<file path="config.mk">
export PLATFORM = sky130hd
export DESIGN_NAME = psc_port_stats
export DESIGN_NICKNAME = d
export VERILOG_FILES = /design/src/hw/psc_pkg.sv /design/src/hw/psc_inc_if.sv /design/src/hw/psc_counter_cell.sv /design/src/hw/psc_event_decode.sv /design/src/hw/psc_port_stats.sv
export VERILOG_INCLUDE_DIRS = /design/src /design/src/hw
export SDC_FILE = /design/constraint.sdc
export NUM_CORES = 2
export LEC_CHECK = 0
export BUFFER_PORTS_ARGS = -buffer_cell sky130_fd_sc_hd__buf_2
export CORE_MARGIN = 5
export CORE_UTILIZATION = 45
export CTS_BUF_LIST = sky130_fd_sc_hd__clkbuf_2
export DETAILED_ROUTE_END_ITERATION = 10
export PLACE_DENSITY = 0.61
export SYNTH_ARGS = -nofsm -noshare
export SYNTH_HDL_FRONTEND = slang
export SYNTH_SLANG_ARGS = --single-unit
</file>
<file path="constraint.sdc">
create_clock -name ref_clk -period 7.46 [get_ports ref_clk]
set_clock_uncertainty 0.15 [all_clocks]
set_input_delay 0 -clock ref_clk [delete_from_list [all_inputs] [get_ports ref_clk]]
set_output_delay 0 -clock ref_clk [all_outputs]
set_load 0.02 [all_outputs]
</file>
<file path="src/hw/psc_regs.svh">
// register offsets, field positions and counter indices for the
// port statistics counter bank; definitions only, included by bare name
// Summary of operation
// - index 0xF counts rx frames 65-127
// - 0x10-0x12 count rx 128-255, 256-511, 512-1023
// - 0x13 counts rx 1024 up to max
// - 0x14 sums good tx octets, pause included
// - 0x16 counts late collisions past 512 bits
// - 0x17 counts transmitted pause frames
// - 0x18-0x1A good tx bcast, mcast, ucast
// - 0x1B counts tx frames first deferred
// - 0x1C counts collisions, half duplex only
// - 0x1D counts excessive collision aborts
// - 0x1E counts success after one collision
// - 0x1F counts success after several collisions
// - writing 0x1C0E selects 0x0E, starts read
// - bit 31 flags overflow since last clear
// - a counter clears when read indirectly
// - word is overflow, valid, 30-bit count
// - counters reached only by indirect access
// - control bit 12 selects counter bank
`ifndef PSC_REGS_SVH
`define PSC_REGS_SVH

// host register map, 16-bit registers
`define PSC_ADDR_W 12
`define PSC_DATA_W 16
`define PSC_CTL_OFS 12'h4a0
`define PSC_DATA_LO_OFS 12'h4a8
`define PSC_DATA_HI_OFS 12'h4aa

// indirect access control fields
`define PSC_CTL_BANK_BIT 12
`define PSC_CTL_OP_HI 11
`define PSC_CTL_OP_LO 10
`define PSC_CTL_OP_READ 2'h3
`define PSC_CTL_ADDR_HI 9
`define PSC_CTL_RESET 16'h0000

// counter word layout
`define PSC_WORD_W 32
`define PSC_OVF_BIT 31
`define PSC_VALID_BIT 30
`define PSC_CNT_W 30

// counter indices
`define PSC_NUM_CNT 32
`define PSC_IDX_W 5
`define PSC_IDX_LO 5'h0f
`define PSC_IDX_RSVD 5'h15
`define PSC_IX_RX_65 5'h0f
`define PSC_IX_RX_128 5'h10
`define PSC_IX_RX_256 5'h11
`define PSC_IX_RX_512 5'h12
`define PSC_IX_RX_1024 5'h13
`define PSC_IX_TX_OCT 5'h14
`define PSC_IX_TX_LATE 5'h16
`define PSC_IX_TX_PAUSE 5'h17
`define PSC_IX_TX_BCAST 5'h18
`define PSC_IX_TX_MCAST 5'h19
`define PSC_IX_TX_UCAST 5'h1a
`define PSC_IX_TX_DEFER 5'h1b
`define PSC_IX_TX_COLL 5'h1c
`define PSC_IX_TX_EXCESS 5'h1d
`define PSC_IX_TX_ONE 5'h1e
`define PSC_IX_TX_MULTI 5'h1f

// frame length bounds in octets
`define PSC_LEN_W 11
`define PSC_LEN_65 11'h041
`define PSC_LEN_127 11'h07f
`define PSC_LEN_128 11'h080
`define PSC_LEN_255 11'h0ff
`define PSC_LEN_256 11'h100
`define PSC_LEN_511 11'h1ff
`define PSC_LEN_512 11'h200
`define PSC_LEN_1023 11'h3ff
`define PSC_LEN_1024 11'h400
`define PSC_LEN_MAX_STD 11'h5f2
`define PSC_LEN_MAX_BIG 11'h600

// collision count field
`define PSC_COLL_W 4
`define PSC_COLL_ONE 4'h1
`define PSC_COLL_TWO 4'h2

`endif

</file>
<file path="src/hw/psc_pkg.sv">
// types shared by the port statistics counter bank
// assumes psc_regs.svh supplies all numeric constants
package psc_pkg;

    // indirect read sequencer
    typedef enum logic {
        PSC_RD_IDLE,
        PSC_RD_CAPTURE
    } psc_rd_state_t;

    // destination class of a transmitted frame
    typedef enum logic [1:0] {
        PSC_CAST_UCAST,
        PSC_CAST_BCAST,
        PSC_CAST_MCAST
    } psc_cast_t;

endpackage

</file>
<file path="src/hw/psc_inc_if.sv">
// carries per-counter increment amounts from the event decoder
// to the counter cells; one slot per counter index
`timescale 1ns/1ps
`default_nettype none
interface psc_inc_if #(
    parameter int N = 32,
    parameter int W = 11
);
    logic [W-1:0] inc [N];

    modport src (output inc);
    modport dst (input inc);
endinterface
`default_nettype wire

</file>
<file path="src/hw/psc_counter_cell.sv">
// one read-clear statistics counter with sticky overflow
// assumes inc and clr are synchronous to ref_clk
`timescale 1ns/1ps
`default_nettype none
`include "psc_regs.svh"
module psc_counter_cell #(
    parameter int INC_W = 11
) (
    input wire logic ref_clk,
    input wire logic rst_n,
    input wire logic [INC_W-1:0] inc,
    input wire logic clr,
    output logic ovf,
    output logic [`PSC_CNT_W-1:0] cnt
);
    logic [`PSC_CNT_W-1:0] cnt_q;
    logic ovf_q;
    logic [`PSC_CNT_W-1:0] base;
    logic [`PSC_CNT_W:0] sum;

    // a clear and an event in one cycle keep the event
    assign base = clr ? '0 : cnt_q;
    assign sum = {1'b0, base} + {{(`PSC_CNT_W + 1 - INC_W){1'b0}}, inc};

    // count wraps, carry sets the sticky flag
    always_ff @(posedge ref_clk) begin
        if (!rst_n) begin
            cnt_q <= '0;
            ovf_q <= 1'b0;
        end else begin
            cnt_q <= sum[`PSC_CNT_W-1:0];
            ovf_q <= (ovf_q & ~clr) | sum[`PSC_CNT_W];
        end
    end

    assign ovf = ovf_q;
    assign cnt = cnt_q;
endmodule // psc_counter_cell
`default_nettype wire

</file>
<file path="src/hw/psc_event_decode.sv">
// turns rx/tx status strobes into per-counter increment amounts
// assumes status inputs are single-cycle strobes with their fields
`timescale 1ns/1ps
`default_nettype none
`include "psc_regs.svh"
module psc_event_decode (
    input wire logic rx_done,
    input wire logic [`PSC_LEN_W-1:0] rx_len,
    input wire logic max_len_big,
    input wire logic half_duplex,
    input wire logic tx_done,
    input wire logic tx_ok,
    input wire logic [`PSC_LEN_W-1:0] tx_octets,
    input wire logic tx_pause,
    input wire psc_pkg::psc_cast_t tx_cast,
    input wire logic tx_deferred,
    input wire logic [`PSC_COLL_W-1:0] tx_coll_cnt,
    input wire logic tx_coll,
    input wire logic tx_late_coll,
    input wire logic tx_excess,
    psc_inc_if.src inc_bus
);
    localparam int W = `PSC_LEN_W;

    // inclusive length window test
    function automatic logic in_range(input logic [W-1:0] len,
                                      input logic [W-1:0] lo,
                                      input logic [W-1:0] hi);
        in_range = (len >= lo) && (len <= hi);
    endfunction

    // widen a single event to an increment of one
    function automatic logic [W-1:0] one(input logic ev);
        one = {{(W-1){1'b0}}, ev};
    endfunction

    logic [W-1:0] rx_max;
    logic tx_good;
    logic tx_data_good;

    // upper bin limit follows the max packet size setting
    assign rx_max = max_len_big ? `PSC_LEN_MAX_BIG : `PSC_LEN_MAX_STD;
    assign tx_good = tx_done & tx_ok;
    assign tx_data_good = tx_good & ~tx_pause;

    // every slot driven; unused ones stay zero
    always_comb begin
        for (int i = 0; i < `PSC_NUM_CNT; i++) begin
            inc_bus.inc[i] = '0;
        end
        // receive length bins, bad frames included
        inc_bus.inc[`PSC_IX_RX_65] = one(rx_done &
            in_range(rx_len, `PSC_LEN_65, `PSC_LEN_127));
        inc_bus.inc[`PSC_IX_RX_128] = one(rx_done &
            in_range(rx_len, `PSC_LEN_128, `PSC_LEN_255));
        inc_bus.inc[`PSC_IX_RX_256] = one(rx_done &
            in_range(rx_len, `PSC_LEN_256, `PSC_LEN_511));
        inc_bus.inc[`PSC_IX_RX_512] = one(rx_done &
            in_range(rx_len, `PSC_LEN_512, `PSC_LEN_1023));
        inc_bus.inc[`PSC_IX_RX_1024] = one(rx_done &
            in_range(rx_len, `PSC_LEN_1024, rx_max));
        // transmit octets, pause frames included
        inc_bus.inc[`PSC_IX_TX_OCT] = tx_good ? tx_octets : '0;
        inc_bus.inc[`PSC_IX_TX_LATE] = one(tx_late_coll);
        inc_bus.inc[`PSC_IX_TX_PAUSE] = one(tx_good & tx_pause);
        // cast classes are one enum so never overlap
        inc_bus.inc[`PSC_IX_TX_BCAST] = one(tx_data_good &
            (tx_cast == psc_pkg::PSC_CAST_BCAST));
        inc_bus.inc[`PSC_IX_TX_MCAST] = one(tx_data_good &
            (tx_cast == psc_pkg::PSC_CAST_MCAST));
        inc_bus.inc[`PSC_IX_TX_UCAST] = one(tx_data_good &
            (tx_cast == psc_pkg::PSC_CAST_UCAST));
        inc_bus.inc[`PSC_IX_TX_DEFER] = one(tx_done & tx_deferred);
        inc_bus.inc[`PSC_IX_TX_COLL] = one(tx_coll & half_duplex);
        inc_bus.inc[`PSC_IX_TX_EXCESS] = one(tx_excess);
        inc_bus.inc[`PSC_IX_TX_ONE] = one(tx_good &
            (tx_coll_cnt == `PSC_COLL_ONE));
        inc_bus.inc[`PSC_IX_TX_MULTI] = one(tx_good &
            (tx_coll_cnt >= `PSC_COLL_TWO));
    end
endmodule // psc_event_decode
`default_nettype wire

</file>
<file path="src/hw/psc_port_stats.sv">
// port statistics counter bank with indirect read access
// assumes a synchronous 16-bit host register port on ref_clk and
// single-cycle status strobes from the mac datapath
`timescale 1ns/1ps
`default_nettype none
`include "psc_regs.svh"
module psc_port_stats (
    input wire logic ref_clk,
    input wire logic rst_n,
    input wire logic reg_wr,
    input wire logic reg_rd,
    input wire logic [`PSC_ADDR_W-1:0] reg_addr,
    input wire logic [`PSC_DATA_W-1:0] reg_wdata,
    output logic [`PSC_DATA_W-1:0] reg_rdata,
    output logic rd_busy,
    input wire logic rx_done,
    input wire logic [`PSC_LEN_W-1:0] rx_len,
    input wire logic max_len_big,
    input wire logic half_duplex,
    input wire logic tx_done,
    input wire logic tx_ok,
    input wire logic [`PSC_LEN_W-1:0] tx_octets,
    input wire logic tx_pause,
    input wire psc_pkg::psc_cast_t tx_cast,
    input wire logic tx_deferred,
    input wire logic [`PSC_COLL_W-1:0] tx_coll_cnt,
    input wire logic tx_coll,
    input wire logic tx_late_coll,
    input wire logic tx_excess
);
    localparam int N = `PSC_NUM_CNT;
    localparam int IW = `PSC_IDX_W;

    // read sequencer and host registers
    psc_pkg::psc_rd_state_t state_q;
    psc_pkg::psc_rd_state_t state_d;
    logic [`PSC_DATA_W-1:0] ctl_q;
    logic [`PSC_DATA_W-1:0] ctl_d;
    logic [`PSC_DATA_W-1:0] rdata_q;
    logic [`PSC_DATA_W-1:0] rdata_d;
    logic busy_q;
    logic busy_d;
    logic [IW-1:0] sel_q;
    logic [IW-1:0] sel_d;
    logic [`PSC_WORD_W-1:0] word_q;
    logic [`PSC_WORD_W-1:0] word_d;

    // per-index view of the counter cells
    wire [`PSC_CNT_W-1:0] cnt_arr [N];
    wire [N-1:0] ovf_vec;
    wire [N-1:0] clr_vec;

    // increment slots from the event decoder
    psc_inc_if #(
        .N(N),
        .W(`PSC_LEN_W)
    ) inc_bus ();

    // host access decode
    wire wr_ctl = reg_wr && (reg_addr == `PSC_CTL_OFS);
    wire rd_ctl = reg_rd && (reg_addr == `PSC_CTL_OFS);
    wire rd_hi = reg_rd && (reg_addr == `PSC_DATA_HI_OFS);
    wire rd_lo = reg_rd && (reg_addr == `PSC_DATA_LO_OFS);

    // a read command needs the bank bit and the read opcode
    wire op_read = reg_wdata[`PSC_CTL_OP_HI:`PSC_CTL_OP_LO] ==
        `PSC_CTL_OP_READ;
    wire bank_sel = reg_wdata[`PSC_CTL_BANK_BIT];
    wire launch = wr_ctl && bank_sel && op_read;

    // counter index from the low end of the address field;
    // counters have no address of their own on the host port
    wire [IW-1:0] new_idx = reg_wdata[IW-1:0];
    wire cap = (state_q == psc_pkg::PSC_RD_CAPTURE);

    // next values of the host registers
    assign ctl_d = wr_ctl ? reg_wdata : ctl_q;
    assign sel_d = launch ? new_idx : sel_q;

    // whole word taken in one step while the cell clears, so
    // both halves agree and an event in that cycle is kept;
    // the valid flag is set by every capture
    assign word_d = cap ? {ovf_vec[sel_q], 1'b1, cnt_arr[sel_q]} :
        word_q;

    // host read data, held between reads
    assign rdata_d = rd_hi ? word_q[`PSC_WORD_W-1:`PSC_DATA_W] :
        rd_lo ? word_q[`PSC_DATA_W-1:0] :
        rd_ctl ? ctl_q : rdata_q;

    // sequencer: one capture cycle per command
    always_comb begin
        state_d = state_q;
        busy_d = 1'b0;
        case (state_q)
            psc_pkg::PSC_RD_IDLE: begin
                if (launch) begin
                    state_d = psc_pkg::PSC_RD_CAPTURE;
                    busy_d = 1'b1;
                end
            end
            psc_pkg::PSC_RD_CAPTURE: begin
                // a new command here starts another capture
                if (launch) begin
                    busy_d = 1'b1;
                end else begin
                    state_d = psc_pkg::PSC_RD_IDLE;
                end
            end
            default: begin
                state_d = psc_pkg::PSC_RD_IDLE;
            end
        endcase
    end

    // sequencer state
    always_ff @(posedge ref_clk) begin
        if (!rst_n) begin
            state_q <= psc_pkg::PSC_RD_IDLE;
            busy_q <= 1'b0;
        end else begin
            state_q <= state_d;
            busy_q <= busy_d;
        end
    end

    // control register and selected index
    always_ff @(posedge ref_clk) begin
        if (!rst_n) begin
            ctl_q <= `PSC_CTL_RESET;
            sel_q <= '0;
        end else begin
            ctl_q <= ctl_d;
            sel_q <= sel_d;
        end
    end

    // captured word and host read data
    always_ff @(posedge ref_clk) begin
        if (!rst_n) begin
            word_q <= '0;
            rdata_q <= '0;
        end else begin
            word_q <= word_d;
            rdata_q <= rdata_d;
        end
    end

    // outputs straight from flops
    assign reg_rdata = rdata_q;
    assign rd_busy = busy_q;

    // event decoder fills one increment slot per index
    psc_event_decode u_decode (
        .rx_done(rx_done),
        .rx_len(rx_len),
        .max_len_big(max_len_big),
        .half_duplex(half_duplex),
        .tx_done(tx_done),
        .tx_ok(tx_ok),
        .tx_octets(tx_octets),
        .tx_pause(tx_pause),
        .tx_cast(tx_cast),
        .tx_deferred(tx_deferred),
        .tx_coll_cnt(tx_coll_cnt),
        .tx_coll(tx_coll),
        .tx_late_coll(tx_late_coll),
        .tx_excess(tx_excess),
        .inc_bus(inc_bus)
    );

    // clear strobe for the cell being captured
    for (genvar g = 0; g < N; g++) begin : g_clr
        assign clr_vec[g] = cap && (sel_q == IW'(g));
    end

    // lower indices live outside this bank and the reserved
    // slot has no cell; all of them give a zero count and a clear overflow bit
    for (genvar g = 0; g < N; g++) begin : g_absent
        if (g < `PSC_IDX_LO || g == `PSC_IDX_RSVD) begin : g_zero
            assign cnt_arr[g] = '0;
            assign ovf_vec[g] = 1'b0;
        end
    end

    // 65 to 127 octet receive bin
    psc_counter_cell u_rx_65 (
        .ref_clk(ref_clk),
        .rst_n(rst_n),
        .inc(inc_bus.inc[`PSC_IX_RX_65]),
        .clr(clr_vec[`PSC_IX_RX_65]),
        .ovf(ovf_vec[`PSC_IX_RX_65]),
        .cnt(cnt_arr[`PSC_IX_RX_65])
    );

    // 128 to 255 octet receive bin
    psc_counter_cell u_rx_128 (
        .ref_clk(ref_clk),
        .rst_n(rst_n),
        .inc(inc_bus.inc[`PSC_IX_RX_128]),
        .clr(clr_vec[`PSC_IX_RX_128]),
        .ovf(ovf_vec[`PSC_IX_RX_128]),
        .cnt(cnt_arr[`PSC_IX_RX_128])
    );

    // 256 to 511 octet receive bin
    psc_counter_cell u_rx_256 (
        .ref_clk(ref_clk),
        .rst_n(rst_n),
        .inc(inc_bus.inc[`PSC_IX_RX_256]),
        .clr(clr_vec[`PSC_IX_RX_256]),
        .ovf(ovf_vec[`PSC_IX_RX_256]),
        .cnt(cnt_arr[`PSC_IX_RX_256])
    );

    // 512 to 1023 octet receive bin
    psc_counter_cell u_rx_512 (
        .ref_clk(ref_clk),
        .rst_n(rst_n),
        .inc(inc_bus.inc[`PSC_IX_RX_512]),
        .clr(clr_vec[`PSC_IX_RX_512]),
        .ovf(ovf_vec[`PSC_IX_RX_512]),
        .cnt(cnt_arr[`PSC_IX_RX_512])
    );

    // long receive bin up to the max length
    psc_counter_cell u_rx_1024 (
        .ref_clk(ref_clk),
        .rst_n(rst_n),
        .inc(inc_bus.inc[`PSC_IX_RX_1024]),
        .clr(clr_vec[`PSC_IX_RX_1024]),
        .ovf(ovf_vec[`PSC_IX_RX_1024]),
        .cnt(cnt_arr[`PSC_IX_RX_1024])
    );

    // good transmit octets
    psc_counter_cell u_tx_oct (
        .ref_clk(ref_clk),
        .rst_n(rst_n),
        .inc(inc_bus.inc[`PSC_IX_TX_OCT]),
        .clr(clr_vec[`PSC_IX_TX_OCT]),
        .ovf(ovf_vec[`PSC_IX_TX_OCT]),
        .cnt(cnt_arr[`PSC_IX_TX_OCT])
    );

    // late collisions
    psc_counter_cell u_tx_late (
        .ref_clk(ref_clk),
        .rst_n(rst_n),
        .inc(inc_bus.inc[`PSC_IX_TX_LATE]),
        .clr(clr_vec[`PSC_IX_TX_LATE]),
        .ovf(ovf_vec[`PSC_IX_TX_LATE]),
        .cnt(cnt_arr[`PSC_IX_TX_LATE])
    );

    // transmitted pause frames
    psc_counter_cell u_tx_pause (
        .ref_clk(ref_clk),
        .rst_n(rst_n),
        .inc(inc_bus.inc[`PSC_IX_TX_PAUSE]),
        .clr(clr_vec[`PSC_IX_TX_PAUSE]),
        .ovf(ovf_vec[`PSC_IX_TX_PAUSE]),
        .cnt(cnt_arr[`PSC_IX_TX_PAUSE])
    );

    // good broadcast frames
    psc_counter_cell u_tx_bcast (
        .ref_clk(ref_clk),
        .rst_n(rst_n),
        .inc(inc_bus.inc[`PSC_IX_TX_BCAST]),
        .clr(clr_vec[`PSC_IX_TX_BCAST]),
        .ovf(ovf_vec[`PSC_IX_TX_BCAST]),
        .cnt(cnt_arr[`PSC_IX_TX_BCAST])
    );

    // good multicast frames
    psc_counter_cell u_tx_mcast (
        .ref_clk(ref_clk),
        .rst_n(rst_n),
        .inc(inc_bus.inc[`PSC_IX_TX_MCAST]),
        .clr(clr_vec[`PSC_IX_TX_MCAST]),
        .ovf(ovf_vec[`PSC_IX_TX_MCAST]),
        .cnt(cnt_arr[`PSC_IX_TX_MCAST])
    );

    // good unicast frames
    psc_counter_cell u_tx_ucast (
        .ref_clk(ref_clk),
        .rst_n(rst_n),
        .inc(inc_bus.inc[`PSC_IX_TX_UCAST]),
        .clr(clr_vec[`PSC_IX_TX_UCAST]),
        .ovf(ovf_vec[`PSC_IX_TX_UCAST]),
        .cnt(cnt_arr[`PSC_IX_TX_UCAST])
    );

    // frames whose first attempt was deferred
    psc_counter_cell u_tx_defer (
        .ref_clk(ref_clk),
        .rst_n(rst_n),
        .inc(inc_bus.inc[`PSC_IX_TX_DEFER]),
        .clr(clr_vec[`PSC_IX_TX_DEFER]),
        .ovf(ovf_vec[`PSC_IX_TX_DEFER]),
        .cnt(cnt_arr[`PSC_IX_TX_DEFER])
    );

    // all collisions in half duplex
    psc_counter_cell u_tx_coll (
        .ref_clk(ref_clk),
        .rst_n(rst_n),
        .inc(inc_bus.inc[`PSC_IX_TX_COLL]),
        .clr(clr_vec[`PSC_IX_TX_COLL]),
        .ovf(ovf_vec[`PSC_IX_TX_COLL]),
        .cnt(cnt_arr[`PSC_IX_TX_COLL])
    );

    // frames dropped at the collision limit
    psc_counter_cell u_tx_excess (
        .ref_clk(ref_clk),
        .rst_n(rst_n),
        .inc(inc_bus.inc[`PSC_IX_TX_EXCESS]),
        .clr(clr_vec[`PSC_IX_TX_EXCESS]),
        .ovf(ovf_vec[`PSC_IX_TX_EXCESS]),
        .cnt(cnt_arr[`PSC_IX_TX_EXCESS])
    );

    // sent after exactly one collision
    psc_counter_cell u_tx_one (
        .ref_clk(ref_clk),
        .rst_n(rst_n),
        .inc(inc_bus.inc[`PSC_IX_TX_ONE]),
        .clr(clr_vec[`PSC_IX_TX_ONE]),
        .ovf(ovf_vec[`PSC_IX_TX_ONE]),
        .cnt(cnt_arr[`PSC_IX_TX_ONE])
    );

    // sent after two or more collisions
    psc_counter_cell u_tx_multi (
        .ref_clk(ref_clk),
        .rst_n(rst_n),
        .inc(inc_bus.inc[`PSC_IX_TX_MULTI]),
        .clr(clr_vec[`PSC_IX_TX_MULTI]),
        .ovf(ovf_vec[`PSC_IX_TX_MULTI]),
        .cnt(cnt_arr[`PSC_IX_TX_MULTI])
    );
endmodule // psc_port_stats
`default_nettype wire

</file>
# Word level (Yosys, flattened, before mapping)
# Cells that the tools add are included.
# totals
register_bits,566
inputBits,70
out_inout_bits,17
elab_cells,210
# classes
add_sub_neg,16
order_cmp,13
eq_ne,23
n_mux,27
n_bitwise,65
reduce_logical,29
# ops
operator,count
two-way mux 30 bit,18
adder 30 x 1 -> 31 bit,15
binary-select mux 30 bit (select 5 bit),1
"== test 5 bit, second input constant",15
two-way mux 16 bit,3
"== test 12 x 11 -> 1 bit, second input constant",3
adder 30 x 11 -> 31 bit,1
bitwise AND 1 bit,31
logical AND 1 bit,27
inverter 1 bit,17
bitwise OR 1 bit,16
">= comparator 11 x 10 -> 1 bit, second input constant",1
">= comparator 11 bit, second input constant",1
">= comparator 11 x 7 -> 1 bit, second input constant",1
">= comparator 11 x 8 -> 1 bit, second input constant",1
">= comparator 11 x 9 -> 1 bit, second input constant",1
"<= comparator 11 x 10 -> 1 bit, second input constant",1
<= comparator 11 bit,1
"<= comparator 11 x 7 -> 1 bit, second input constant",1
"<= comparator 11 x 8 -> 1 bit, second input constant",1
"<= comparator 11 x 9 -> 1 bit, second input constant",1
two-way mux 11 bit,1
two-way mux 10 bit,1
">= comparator 6 bit, second input constant",1
other kinds (11),13

# Longest topological paths before layout
# depth
ltp_word,6
ltp_mapped,16
ltp_nobuf,15

# Modules after synthesis
# From an unflattened synthesis, not the netlist that was laid out.
# hier_totals
cells_unflattened,4750
area_unflattened_um2,39964.6
# by_module_without_submodules
module,instances,cells_per_inst,area_each_um2,seq_area_each_um2
psc_counter_cell at u_rx_1024 ...,14,228,1884.3,620.6
psc_port_stats,1,727,6895.4,1401.3
psc_event_decode,1,383,2844.0,0.0
psc_counter_cell at u_rx_65,1,225,1980.6,620.6
psc_counter_cell at u_tx_multi,1,223,1864.3,620.6

# Worst setup path before layout
# No wires, ideal clock.
# synth_path
path_kind,register -> register
from,"register, netlist name rd_busy"
to,register u_tx_oct.cnt_q[22] (netlist: u_tx_oct.cnt[22])
arrival_ns,3.299
t_required_ns,7.195
setup_slack_ns,3.896
stages_incl_launch_ff,16
n_path_buf,5
path_cell_list,dfxtp_1 buf_6 and4b_1 buf_6 nand2_1 buf_2 clkbuf_1 and2_1 fa_1 a211o_1 a211oi_1 o21a_1 clkbuf_1 nor3_1 xnor2_1 and2_1
# synth_lines
element,line_no,rtl
to (signal assigned),psc_counter_cell.sv:31,cnt_q <= sum[`PSC_CNT_W-1:0];
to (decl),psc_counter_cell.sv:16,logic [`PSC_CNT_W-1:0] cnt_q;

# Worst setup path in the final report
# layout_path
from,register sel_q[4]
to,register u_tx_oct.cnt_q[10] (netlist: u_tx_oct.cnt[10])
# layout_between
elab_chain_len,4
# layout_lines
element,line_no,rtl
from (decl),psc_port_stats.sv:43,logic [IW-1:0] sel_q;
from (signal assigned),psc_port_stats.sv:134,sel_q <= sel_d;
== test 5 bit,psc_port_stats.sv:174,assign clr_vec[g] = cap && (sel_q == IW'(g));
logical AND 1 bit,psc_port_stats.sv:174,
two-way mux 30 bit,psc_counter_cell.sv:22,assign base = clr ? '0 : cnt_q;
adder 30 x 11 -> 31 bit,psc_counter_cell.sv:23,"assign sum = {1'b0, base} + {{(`PSC_CNT_W + 1 - INC_W){1'b0}}, inc};"
# Every way passes these cells.
# A chain may end at the register's enable or synchronous reset.

==> results.cfg <==
[global_routing]
use_met1 = 0.358
met2_usage = 0.377
grt.total_usage = 0.248
grt-ovfl-total = 0
top_usage_layer = met2
grt_pass1_vias = 24400
grt_pass1_wl_um = 141000
antenna_found_initial = 3
grt_max_degree = 121
use_met3 = 0.0538

[min_path]
worstHoldPathType = in2reg
hp-start = reg_wdata[10]

[sta]
hold_violations = 0
worst_pin_slew_ns = 1.32
relSlewSlack = 0.114
fin_worst_hold_slack_ns = 0.171
rsz0062_at_grt = false
setup_viol = 0
final.min_clock_period_ns = 5.83
maxSlewViolCount = 0
setup_tns_ns = 0
fin_crit_sh = 0.782
max_freq_mhz = 171

[floorplanning]
io_pins = 87
row_count = 94
die_area_mm2 = 0.0718
core_area_mm2 = 0.0659
die_w_um = 268
fp.dieH_um = 268
start_util = 0.455

[synth]
synth_fa_ha_area_frac = 0.0207
ys_seq_area_frac = 0.378
muxShareOfSynthArea = 0.108
postSynth.asyncResetShare = 0
syn_avg_cell_area_um2 = 8.93
synth_compound_area_frac = 0.0735
ys.flop_type = dfxtp_1
syn-cell-area_mm2 = 0.0300
synth_warnings = 0
yosysMostFrequentCell = dfxtp_1
ys_types = 81
synth_seq_cells = 566
synth_area_leaders = dfxtp_1 (38%), mux4_2 (7.0%), xor2_1 (6.7%)
netlist.area_leader.share = 0.378
syn_nets = 3474
synth_edf_count = 0
synth_largest_area_cell = dfxtp_1
synth_top_family_by_area = simple AND/OR/NAND/NOR gates
synthXorXnorAreaFrac = 0.116
yosys-top-cells-count = dfxtp_1 (566), nor2_1 (413), nand2_1 (355)
synthSimpleGateAreaFrac = 0.273
synthCells = 3355

[worst_setup_path]
worstSetupPathType = reg2reg
rr_worst_depth = 13
path_cells = and4b_1 -> nand2_1 -> and2_1 -> ha_1 -> dlygate4sd3_1 -> o21a_1 -> a2111oi_0 -> o21bai_1 -> a21oi_1 -> xnor2_1 -> dlygate4sd3_1 -> and2_1 -> dlygate4sd3_1
cp-end-kind = flip-flop
cpPeakStageDelay_ns = 0.69
crit_required_ns = 8.52
cp.arrival_ns = 6.89
cp_slowest_cell = dfxtp_1
startpoint_type = flip-flop
critPathLaunch = sel_q[4]$_SDFFE_PN0P_
cp-endpoint = u_tx_oct.cnt[10]$_SDFF_PN0_
rr_startpoint = sel_q[4]$_SDFFE_PN0P_
path_max_fanout = 20
r2r-end = u_tx_oct.cnt[10]$_SDFF_PN0_
crit_top_cell = dlygate4sd3_1
r2r_slack_ns = 1.63

[placed_design]
globalplace.congestion = 0.888
dpl.hpwl_um = 62500
post_dp_cell_area_mm2 = 0.0309
port_buffers = 86

[clocking]
cts_root_buf = clkbuf_2
tritoncts = done
post-cts-setup-buffers = 0
htree_levels = 4
clk_path_buf_depth = 3
cts_buffers = 156
clk_latency_ns = 1.35
clock_sinks = 566
clk_pin_slew_ns = 0.11

[cells_and_area]
utilization = 0.520
layout-drive-gt1-share = 0.132
fin_nets = 3768
final_area_mm2 = 0.0343
top_register = word_q
synthToLayoutAreaGrowth_pct = 14.4
largest_reg_flops = 32

[drt]
wl_per_cell_um = 19.6
drt-total-wl_um = 90500
viasPerCell = 5.55
remaining_drc_errors = 0
vias = 25600
firstDrtPassIters = 6
drtIter0Drc = 2108
antenna_left = 0

[run]
cap_violations = 0

[power_and_ir_drop]
leakagePower_nw = 12.3
powerDensity_mw_per_mm2 = 159
peakVddDrop_mv = 0.109

[status]
outcome = finished clean
logic make-up (layout without fill, tap and decap cells):
family | Yosys count | count (layout)
simple gates | 1607 | 1607
compound gates | 315 | 315
other cells | 0 | 1
buf+inv | 217 | 617
flops | 566 | 566
mux | 205 | 205
fa+ha+maj | 49 | 49
xor+xnor | 396 | 396
report_power, final:
| group | internal [mW] | total, mW | leakage (nW) | switching [mW] |
|---|---|---|---|---|
| logic | 0.116 | 0.240 | 6.76 | 0.124 |
| registers | 3.03 | 3.04 | 4.56 | 0.00884 |
| clock network | 0.829 | 2.18 | 1.01 | 1.35 |
| total | 3.97 | 5.46 | 12.3 | 1.48 |
cells in the final DEF, fill, tap and decap left out, types with 16 or more instances in the layout:
cell and instances:
a21oi_1 74, a22o_1 30, and2_1 188, and3_1 96
and4_1 43, buf_2 85, buf_4 20, clkbuf_2 222
clkinv_1 29, dfxtp_1 563, dlygate4sd3_1 197, ha_1 48
inv_1 48, mux2_2 16, mux2i_1 96, mux4_2 93
nand2_1 355, nand2b_1 37, nand3_1 170, nand4_1 96
nor2_1 412, nor2b_1 53, nor3_1 38, nor4_1 23
o211ai_1 32, o21ai_0 70, o311ai_0 28, or3_1 35
xnor2_1 167, xor2_1 229
per-layer routing:
metal  vias up  share of wire
met5         -              0
met4         0          0.023
met3       132          0.071
met2       792           0.44
met1     12300           0.47
li1      12400              -
worst max-delay path: cells and delay by family, from the launching register on:
| kind | cells | cell delay (ns) |
|---|---|---|
| flip-flops | 1 | 0.69 |
| XOR/XNOR | 1 | 0.07 |
| adder cells (fa/ha/maj) | 1 | 0.31 |
| AO/OA/AOI/OAI | 4 | 1.15 |
| AND/OR/NAND/NOR | 4 | 1.63 |
| buffers and inverters | 3 | 1.69 |
per-stage QoR:
stage	power, mW	std cells	setup slack (ns)
final	5.46	4620	1.63
after floorplan	3.21	3355	3.90
after detailed placement	3.27	4157	2.80
after global placement	3.27	4157	2.93
after CTS	5.52	4619	1.80
after global routing	5.72	4620	1.34
final cells by class:
type	instances	area (um2)
Clock inverter	42	204
Antenna cell	1	2.50
Multi-Input combinational cell	2572	17700
Sequential cell	566	11300
Clock buffer	222	1110
Timing Repair Buffer	305	2610
Tap cell	864	1080
Inverter	48	180
Fill cell	6215	31600
worst min-delay path by stage:
stage / cells past startpoint / slack (ns) / endpoint
after floorplan: 2 / 0.02 / ctl_q[0]$_SDFFE_PN0P_
after global placement: 3 / 0.11 / ctl_q[5]$_SDFFE_PN0P_
after detailed placement: 3 / 0.12 / ctl_q[14]$_SDFFE_PN0P_
after CTS: 6 / 0.004 / rd_busy$_SDFF_PN0_
after global routing: 6 / 0.08 / rd_busy$_SDFF_PN0_
final: 6 / 0.17 / rd_busy$_SDFF_PN0_
repair_timing:
item | CTS | global route
hold buffers | 198 | 0
resized for setup | 0 | 0
setup endpoints to repair | 0 | 0
endpoints found under the hold margin | 560 | 0
Power figures use the tool's default switching activity.
